File: config.mk
export PLATFORM = sky130hd
export DESIGN_NAME = ser_status_reporter
export DESIGN_NICKNAME = d
export VERILOG_FILES = /design/src/inc/ser_pkg.sv /design/src/logic/ser_status_reporter.sv
export VERILOG_INCLUDE_DIRS = /design/src /design/src/inc
export SDC_FILE = /design/constraint.sdc
export NUM_CORES = 1
export LEC_CHECK = 0
export BUFFER_PORTS_ARGS = -buffer_cell sky130_fd_sc_hd__buf_2
export CORE_MARGIN = 2
export CORE_UTILIZATION = 50
export CTS_BUF_LIST = sky130_fd_sc_hd__clkbuf_4
export DETAILED_ROUTE_END_ITERATION = 8
export PLACE_DENSITY = 0.72
export SLEW_MARGIN = 5
export SYNTH_ARGS = -nofsm -noshare
export SYNTH_HDL_FRONTEND = slang
export SYNTH_SLANG_ARGS = --single-unit
File: constraint.sdc
create_clock -name clk -period 4.1 [get_ports clk]
set_input_delay 0.205 -clock clk [delete_from_list [all_inputs] [get_ports clk]]
set_output_delay 0.205 -clock clk [all_outputs]
set_load 0.01 [all_outputs]
File: src/inc/ser_defines.svh
// register offsets, field positions, reset values and fixed codes of the status event reporter
`ifndef SER_DEFINES_SVH
`define SER_DEFINES_SVH
`define SER_ADDR_W 4
`define SER_OPER_COND 4'h0
`define SER_OPER_EVENT 4'h1
`define SER_OPER_ENABLE 4'h2
`define SER_OPER_FALL 4'h3
`define SER_OPER_RISE 4'h4
`define SER_QUES_COND 4'h5
`define SER_QUES_EVENT 4'h6
`define SER_QUES_ENABLE 4'h7
`define SER_QUES_FALL 4'h8
`define SER_QUES_RISE 4'h9
`define SER_CONTROL 4'hA
`define SER_ERROR_QUEUE 4'hB
`define SER_VERSION 4'hC
`define SER_STATUS_BYTE 4'hD
`define SER_CTL_PRESET 0
`define SER_CTL_CLEAR 1
`define SER_CTL_WAIT 2
`define SER_OPER_DEFINED 16'h0341
`define SER_QUES_DEFINED 16'h0105
`define SER_QUES_CAL_BIT 8
`define SER_STB_OPER_BIT 7
`define SER_STB_QUES_BIT 3
`define SER_RISE_RESET 16'h7FFF
`define SER_MASK_RESET 16'h0000
`define SER_QUEUE_DEPTH 30
`define SER_ERR_OVERFLOW 16'hFEA2
`define SER_ERR_NONE 16'h0000
`define SER_VERSION_YEAR 16'h07C8
`define SER_VERSION_MINOR 16'h0000
`endif

File: src/inc/ser_pkg.sv
// types of the status event reporter
package ser_pkg;
  typedef logic [15:0] ser_word_t;
  typedef struct packed {
    logic [3:0] addr;
    logic [31:0] wdata;
    logic wr;
    logic rd;
  } ser_bus_t;
  typedef enum logic [1:0] {SER_Q_OPEN, SER_Q_LOCKED} ser_qstate_t;
endpackage : ser_pkg

File: src/logic/ser_status_reporter.sv
// status event reporter: two status structures, error queue, preset and version
`timescale 1ns/1ns
`include "ser_defines.svh"

module ser_status_reporter (
  input wire logic clk,
  input wire logic arst_n,
  input wire ser_pkg::ser_bus_t bus,
  output logic [31:0] rdata,
  input wire logic [15:0] oper_cond_in,
  input wire logic [15:0] ques_cond_in,
  input wire logic instr_reset,
  input wire logic err_valid,
  input wire logic [15:0] err_code,
  output logic [7:0] status_byte,
  output logic completion_wait_setting,
  output logic queue_overflow
);
  import ser_pkg::*;

  // ----------------------------------------
  // pin synchronisers
  // ----------------------------------------
  // first and second stage of each condition synchroniser
  logic [15:0] oper_meta;
  logic [15:0] oper_sync;
  logic [15:0] ques_meta;
  logic [15:0] ques_sync;

  // two flops on each condition input
  always_ff @(posedge clk or negedge arst_n) begin
    if (!arst_n) begin
      oper_meta <= 16'h0000;
      oper_sync <= 16'h0000;
      ques_meta <= 16'h0000;
      ques_sync <= 16'h0000;
    end else begin
      oper_meta <= oper_cond_in;
      oper_sync <= oper_meta;
      ques_meta <= ques_cond_in;
      ques_sync <= ques_meta;
    end
  end

  // ----------------------------------------
  // decode
  // ----------------------------------------
  // address match of a register request
  function automatic logic hit(input ser_bus_t b, input logic [3:0] a);
    hit = b.addr == a;
  endfunction : hit

  // control register strobes
  logic wr_ctl;
  logic do_preset;
  logic do_clear;
  assign wr_ctl = bus.wr && hit(bus, `SER_CONTROL);
  assign do_preset = wr_ctl && bus.wdata[`SER_CTL_PRESET];
  assign do_clear = wr_ctl && bus.wdata[`SER_CTL_CLEAR];

  // ----------------------------------------
  // status structures
  // ----------------------------------------
  // index 0 operation structure, index 1 questionable structure
  ser_word_t cond [2];
  ser_word_t prev [2];
  ser_word_t event_reg [2];
  ser_word_t enable [2];
  ser_word_t fall_filter_mask [2];
  ser_word_t rise_filter_mask [2];
  logic [1:0] summary;

  // instrument reset forces idle conditions but keeps the calibration fault
  assign cond[0] = instr_reset ? 16'h0000 : (oper_sync & `SER_OPER_DEFINED);
  assign cond[1] = instr_reset ? (ques_sync & (16'h0001 << `SER_QUES_CAL_BIT))
                               : (ques_sync & `SER_QUES_DEFINED);

  // one copy of the status logic for each structure
  genvar g;
  generate
    for (g = 0; g < 2; g++) begin : gen_struct
      logic [3:0] a_ev;
      logic [3:0] a_en;
      logic [3:0] a_fa;
      logic [3:0] a_ri;
      ser_word_t trans;
      ser_word_t next_event;
      // register offsets of this structure
      assign a_ev = (g == 0) ? `SER_OPER_EVENT : `SER_QUES_EVENT;
      assign a_en = (g == 0) ? `SER_OPER_ENABLE : `SER_QUES_ENABLE;
      assign a_fa = (g == 0) ? `SER_OPER_FALL : `SER_QUES_FALL;
      assign a_ri = (g == 0) ? `SER_OPER_RISE : `SER_QUES_RISE;
      // filtered transitions of the condition word
      assign trans = ((~cond[g] & prev[g]) & fall_filter_mask[g])
                   | ((cond[g] & ~prev[g]) & rise_filter_mask[g]);

      // previous condition for edge detection
      always_ff @(posedge clk or negedge arst_n) begin
        if (!arst_n) begin
          prev[g] <= 16'h0000;
        end else begin
          prev[g] <= cond[g];
        end
      end

      // next event word: a clearing read or clear-status keeps only fresh transitions
      always_comb begin
        next_event = event_reg[g] | trans;
        if (do_clear || (bus.rd && hit(bus, a_ev))) begin
          next_event = trans;
        end
      end

      // latching event register; new transitions win over clears
      always_ff @(posedge clk or negedge arst_n) begin
        if (!arst_n) begin
          event_reg[g] <= 16'h0000;
        end else begin
          event_reg[g] <= next_event;
        end
      end

      // summary enable mask: zero after preset and power-on, bit 15 dropped
      always_ff @(posedge clk or negedge arst_n) begin
        if (!arst_n) begin
          enable[g] <= `SER_MASK_RESET;
        end else if (do_preset) begin
          enable[g] <= `SER_MASK_RESET;
        end else if (bus.wr && hit(bus, a_en)) begin
          enable[g] <= {1'b0, bus.wdata[14:0]};
        end
      end

      // fall filter mask: zero after preset and power-on, instrument reset keeps it
      always_ff @(posedge clk or negedge arst_n) begin
        if (!arst_n) begin
          fall_filter_mask[g] <= `SER_MASK_RESET;
        end else if (do_preset) begin
          fall_filter_mask[g] <= `SER_MASK_RESET;
        end else if (bus.wr && hit(bus, a_fa)) begin
          fall_filter_mask[g] <= {1'b0, bus.wdata[14:0]};
        end
      end

      // rise filter mask: all low bits after preset and power-on
      always_ff @(posedge clk or negedge arst_n) begin
        if (!arst_n) begin
          rise_filter_mask[g] <= `SER_RISE_RESET;
        end else if (do_preset) begin
          rise_filter_mask[g] <= `SER_RISE_RESET;
        end else if (bus.wr && hit(bus, a_ri)) begin
          rise_filter_mask[g] <= {1'b0, bus.wdata[14:0]};
        end
      end

      assign summary[g] = |(event_reg[g] & enable[g]);
    end
  endgenerate

  // ----------------------------------------
  // status outputs
  // ----------------------------------------
  // status byte from the two summaries
  always_ff @(posedge clk or negedge arst_n) begin
    if (!arst_n) begin
      status_byte <= 8'h00;
    end else begin
      status_byte <= 8'h00;
      status_byte[`SER_STB_OPER_BIT] <= summary[0];
      status_byte[`SER_STB_QUES_BIT] <= summary[1];
    end
  end

  // completion wait setting: on at power-on and preset
  always_ff @(posedge clk or negedge arst_n) begin
    if (!arst_n) begin
      completion_wait_setting <= 1'b1;
    end else if (do_preset) begin
      completion_wait_setting <= 1'b1;
    end else if (wr_ctl) begin
      completion_wait_setting <= bus.wdata[`SER_CTL_WAIT];
    end
  end

  // ----------------------------------------
  // error queue
  // ----------------------------------------
  // thirty words of storage with read and write pointers
  ser_word_t queue [`SER_QUEUE_DEPTH];
  logic [4:0] rd_ptr;
  logic [4:0] wr_ptr;
  logic [5:0] count;
  ser_qstate_t qstate;
  ser_qstate_t next_qstate;
  logic q_pop;
  logic q_push;
  logic q_over;
  logic [4:0] last_ptr;

  // pointer step with wrap at the queue depth
  function automatic logic [4:0] wrap_inc(input logic [4:0] p);
    wrap_inc = (p == 5'(`SER_QUEUE_DEPTH - 1)) ? 5'h00 : p + 5'h01;
  endfunction : wrap_inc

  // queue requests; clear-status overrides pop, push and overflow
  assign q_pop = bus.rd && hit(bus, `SER_ERROR_QUEUE) && (count != 6'h00) && !do_clear;
  assign q_push = err_valid && !do_clear && (qstate == SER_Q_OPEN) && (count != 6'(`SER_QUEUE_DEPTH) || q_pop);
  assign q_over = err_valid && !do_clear && (qstate == SER_Q_OPEN) && (count == 6'(`SER_QUEUE_DEPTH)) && !q_pop;
  assign last_ptr = (wr_ptr == 5'h00) ? 5'(`SER_QUEUE_DEPTH - 1) : wr_ptr - 5'h01;

  // storage: push writes tail, overflow overwrites newest
  always_ff @(posedge clk or negedge arst_n) begin
    if (!arst_n) begin
      for (int i = 0; i < `SER_QUEUE_DEPTH; i++) queue[i] <= 16'h0000;
    end else if (q_push) begin
      queue[wr_ptr] <= err_code;
    end else if (q_over) begin
      queue[last_ptr] <= `SER_ERR_OVERFLOW;
    end
  end

  // read pointer: advances on every accepted pop
  always_ff @(posedge clk or negedge arst_n) begin
    if (!arst_n) begin
      rd_ptr <= 5'h00;
    end else if (do_clear) begin
      rd_ptr <= 5'h00;
    end else if (q_pop) begin
      rd_ptr <= wrap_inc(rd_ptr);
    end
  end

  // write pointer: advances on accepted pushes, never on overflow
  always_ff @(posedge clk or negedge arst_n) begin
    if (!arst_n) begin
      wr_ptr <= 5'h00;
    end else if (do_clear) begin
      wr_ptr <= 5'h00;
    end else if (q_push) begin
      wr_ptr <= wrap_inc(wr_ptr);
    end
  end

  // fill count: a push and a pop in one cycle leave it unchanged
  always_ff @(posedge clk or negedge arst_n) begin
    if (!arst_n) begin
      count <= 6'h00;
    end else if (do_clear) begin
      count <= 6'h00;
    end else begin
      count <= count + 6'(q_push) - 6'(q_pop);
    end
  end

  // ----------------------------------------
  // overflow lock
  // ----------------------------------------
  // lock after overflow until a read or clear
  always_comb begin
    next_qstate = qstate;
    case (qstate)
      SER_Q_OPEN: begin
        if (q_over) begin
          next_qstate = SER_Q_LOCKED;
        end
      end
      SER_Q_LOCKED: begin
        if (do_clear || q_pop) begin
          next_qstate = SER_Q_OPEN;
        end
      end
      default: begin
        next_qstate = SER_Q_OPEN;
      end
    endcase
  end

  // lock state
  always_ff @(posedge clk or negedge arst_n) begin
    if (!arst_n) begin
      qstate <= SER_Q_OPEN;
    end else begin
      qstate <= next_qstate;
    end
  end

  // overflow flag from its own flop, so the output carries no decode glitch
  always_ff @(posedge clk or negedge arst_n) begin
    if (!arst_n) begin
      queue_overflow <= 1'b0;
    end else begin
      queue_overflow <= next_qstate == SER_Q_LOCKED;
    end
  end

  // ----------------------------------------
  // read data, one cycle after strobe
  // ----------------------------------------
  always_ff @(posedge clk or negedge arst_n) begin
    if (!arst_n) begin
      rdata <= 32'h00000000;
    end else if (bus.rd) begin
      case (bus.addr)
        `SER_OPER_COND: rdata <= {16'h0000, cond[0]};
        `SER_OPER_EVENT: rdata <= {16'h0000, event_reg[0]};
        `SER_OPER_ENABLE: rdata <= {16'h0000, enable[0]};
        `SER_OPER_FALL: rdata <= {16'h0000, fall_filter_mask[0]};
        `SER_OPER_RISE: rdata <= {16'h0000, rise_filter_mask[0]};
        `SER_QUES_COND: rdata <= {16'h0000, cond[1]};
        `SER_QUES_EVENT: rdata <= {16'h0000, event_reg[1]};
        `SER_QUES_ENABLE: rdata <= {16'h0000, enable[1]};
        `SER_QUES_FALL: rdata <= {16'h0000, fall_filter_mask[1]};
        `SER_QUES_RISE: rdata <= {16'h0000, rise_filter_mask[1]};
        `SER_CONTROL: rdata <= {29'h0000000, completion_wait_setting, 2'b00};
        `SER_ERROR_QUEUE: rdata <= {16'h0000, (count != 6'h00) ? queue[rd_ptr] : `SER_ERR_NONE};
        `SER_VERSION: rdata <= {`SER_VERSION_YEAR, `SER_VERSION_MINOR};
        `SER_STATUS_BYTE: rdata <= {24'h000000, status_byte};
        default: rdata <= 32'h00000000;
      endcase
    end else begin
      rdata <= 32'h00000000;
    end
  end

endmodule : ser_status_reporter

==> flow_metrics.tcl <==
set metrics [dict create \
    tightestPinTransition_ps 1140 \
    outcome "finished with violations" \
    timing_hold_violations_final 0 \
    chipWidth_um 249 \
    design.final.nets 2899 \
    max_cap_violations 0 \
    post_drt_wl_per_cell_um 26.3 \
    synth_area_per_cell_um2 11.4 \
    yosys.area.top_type_share_pct 50.7 \
    async_flop_share_pct 100 \
    registers.top_by_ff_count "queue" \
    clk-insertion-delay-late_ps 1030 \
    unrepaired_setup_endpoints_after_global_routing "false" \
    holdBufCountCts 79 \
    slew_viol_final 0 \
    sequential_fraction_of_the_synthesis_area_pct 53.4 \
    largest_register_ff_count 480 \
    synth_edf_count 0 \
    most_common_cell_after_layout_fill_and_taps_aside "sky130_fd_sc_hd__dfrtp_1" \
    finalClockSkew_ps 60.2 \
    post_synth_instance_area_um2 29900 \
    critical_path_peak_fanout 17 \
    timing.critical_path.from_type "flip-flop" \
    die_footprint_um2 61800 \
    hpwl_mm 61.1 \
    gr-usage-all-layers_pct 31.3 \
    worst_slew_margin_rel_pct 24.0 \
    layout_common_cells "602 x sky130_fd_sc_hd__dfrtp_1, 239 x sky130_fd_sc_hd__clkbuf_4, 217 x sky130_fd_sc_hd__nand2_1" \
    final_min_period_over_clock_period_pct 82.2 \
    violations "DRC" \
    numCtsBuffers 163 \
    rows 89 \
    floorplan.initialDensity_pct 50.6 \
    gr-total-overflow 0 \
    yosys_warnings 0 \
    routed_via_density 6.56 \
    instance_count_of_the_mapped_netlist 2631 \
    grt_max_degree 94 \
    cts.reportedPaths.clkPinSlew_ps 60 \
    max_freq_ghz 0.297 \
    cts_root_buffer "sky130_fd_sc_hd__clkbuf_4" \
    setup_total_negative_slack_ps 0 \
    cts_max_level 4 \
    fillers 4809 \
    die_y_um 249 \
    fin_crit_ps 3370 \
    holdCritPathClass "primary input to flip-flop" \
    grt_first_pass_wirelength_mm 147 \
    synth_cell_type_count 88 \
    timing.critical_path.arrival_ps 4270 \
    cts.repair_timing.setup_buffer_count 0 \
    timing.final.setup_violations 0 \
    ys.flop_type "sky130_fd_sc_hd__dfrtp_1" \
    detailedRoute.firstPassIterationCount 9 \
    synth.top_cells.by_area "sky130_fd_sc_hd__dfrtp_1 51%, sky130_fd_sc_hd__mux4_2 7.5%, sky130_fd_sc_hd__a2bb2oi_1 4.1%, sky130_fd_sc_hd__dfstp_2 2.7%, sky130_fd_sc_hd__nand2_1 2.7%" \
    timing.setup.critical_path_class "flip-flop to flip-flop" \
    io_pins 132 \
    critical_path_required_ps 5000 \
    leakage_nw 15.0 \
    place.gp.congestion 0.947 \
    core_region_area_um2 59100 \
    totalPowerFinal_w 0.0191 \
    antenna_found_initial 5 \
    p_per_area_nw_per_um2 567 \
    routed_wirelength_mm 96.5 \
    final_antenna_net_count 0 \
    io_buffer_count 73 \
    critPathCaptureType "flip-flop" \
    number_of_global_route_vias_before_repair 24800 \
    vdd_ir_drop_max_mv 0.218 \
    layout_area_overhead_pct 12.4 \
    drc 7 \
    layout-drive-gt1-share_pct 21.8 \
    cts-resized-gates 0 \
    max_clock_buf_depth 3 \
    synth-seq-cells 637 \
    synth_top_area_cell "sky130_fd_sc_hd__dfrtp_1" \
    drt_first_iter_violations 2789 \
    cts_tree "done" \
    clock-sinks 637 \
    route.vias.total 24100 \
]
-- cells by family (layout without fill, tap and decap cells) --
logic type	Yosys count	after routing	share of synthesized area, %
AOI/OAI and AO/OA	812	812	20.2
DFF	637	637	53.4
and+or+nand+nor	634	634	9.92
buffers and inverters	346	589	5.26
muxes	178	178	10.3
adders and majority gates	19	19	0.820
xor gates and xnor gates	4	4	0.117
other	1	21	0.0125
-- report_power, final --
| part | switching [W] | leakage (nW) | total, W | internal [W] |
|---|---|---|---|---|
| Clock | 0.00259 | 1.20 | 0.00541 | 0.00283 |
| Sequential | 0.000912 | 8.06 | 0.00849 | 0.00758 |
| Combinational | 0.00285 | 5.70 | 0.00518 | 0.00233 |
-- per-stage QoR --
| step | util (%) | setup WS (ps) | hold slack [ps] | instances | area (µm²) |
|---|---|---|---|---|---|
| floorplan | - | 961 | -90.6 | 2647 | 30000 |
| global placement | 52.1 | 832 | 306 | 3319 | 30800 |
| detailed placement | 52.1 | 824 | 315 | 3319 | 30800 |
| CTS | 56.9 | 802 | 3.62 | 3663 | 33600 |
| global route | 56.9 | 569 | 62.7 | 3667 | 33600 |
| finish | 56.9 | 730 | 125 | 3667 | 33600 |
-- synth_stat cells, drive strengths merged, types with 5 or more instances --
master and count:
nand2 221, a31oi 10, inv 96, nand3 39, mux2i 51, nor2 193
o21ai 96, ha 18, nor2b 51, o211ai 5, and2 11, a2bb2oi 151
nor3 42, a22oi 22, nand4 5, a22o 57, or3 5, a32oi 6
a21oi 163, and3 20, dfstp 31, nand3b 7, clkbuf 125, dfrtp 606
o21a 7, a221o 17, mux2 27, a211oi 6, buf 124, o22a 90
o2bb2ai 19, a221oi 15, nand2b 24, o22ai 105, mux4 100, a32o 6
-- worst paths after layout --
path,depth (start not counted),start,slack (ps),end
max in group asynchronous,4,arst_n,3070,rise_filter_mask[10]$_DFFE_PN1P_
hold reg to reg,0,ques_meta[2]$_DFF_PN0_,350,ques_sync[2]$_DFF_PN0_
setup / recovery,7,wr_ptr[0]$_DFFE_PN0P_,730,queue[121]$_DFFE_PN0P_
setup reg to reg,7,wr_ptr[0]$_DFFE_PN0P_,730,queue[121]$_DFFE_PN0P_
hold / removal,4,bus[2],130,rise_filter_mask[16]$_DFFE_PN1P_
min in group asynchronous,3,arst_n,470,rise_filter_mask[3]$_DFFE_PN1P_
-- final cells by class --
cell class	instances	area, µm²	area share [%]
diodes	4	10.0	0.0298
flip-flops and latches	637	16000	47.5
inverters	97	364	1.08
clock inverters	26	194	0.577
multi-input cells	1664	12500	37.1
well taps	773	967	2.88
clock buffers	239	1790	5.34
repair buffers	227	1850	5.49
-- worst max-delay path, stage by stage (launching register included) --
cell	delay, ps
sky130_fd_sc_hd__dfrtp_1	680
sky130_fd_sc_hd__inv_1	220
sky130_fd_sc_hd__ha_1	400
sky130_fd_sc_hd__o32a_1	390
sky130_fd_sc_hd__o22ai_1	290
sky130_fd_sc_hd__a31oi_1	370
sky130_fd_sc_hd__nor2_2	680
sky130_fd_sc_hd__a2bb2oi_1	210
-- routing by layer --
| layer | share of wire [%] | GRT usage [%] | up-vias | wire length (µm) |
|---|---|---|---|---|
| met5 | 0.013 | 0 | - | 13 |
| met4 | 4.9 | 16.5 | 2 | 4750 |
| met3 | 11 | 10.1 | 332 | 10900 |
| met2 | 46 | 48.0 | 1565 | 44500 |
| met1 | 38 | 39.8 | 12100 | 36300 |
| li1 | - | - | 10000 | - |
No activity file was read; power rests on OpenSTA's default activity.
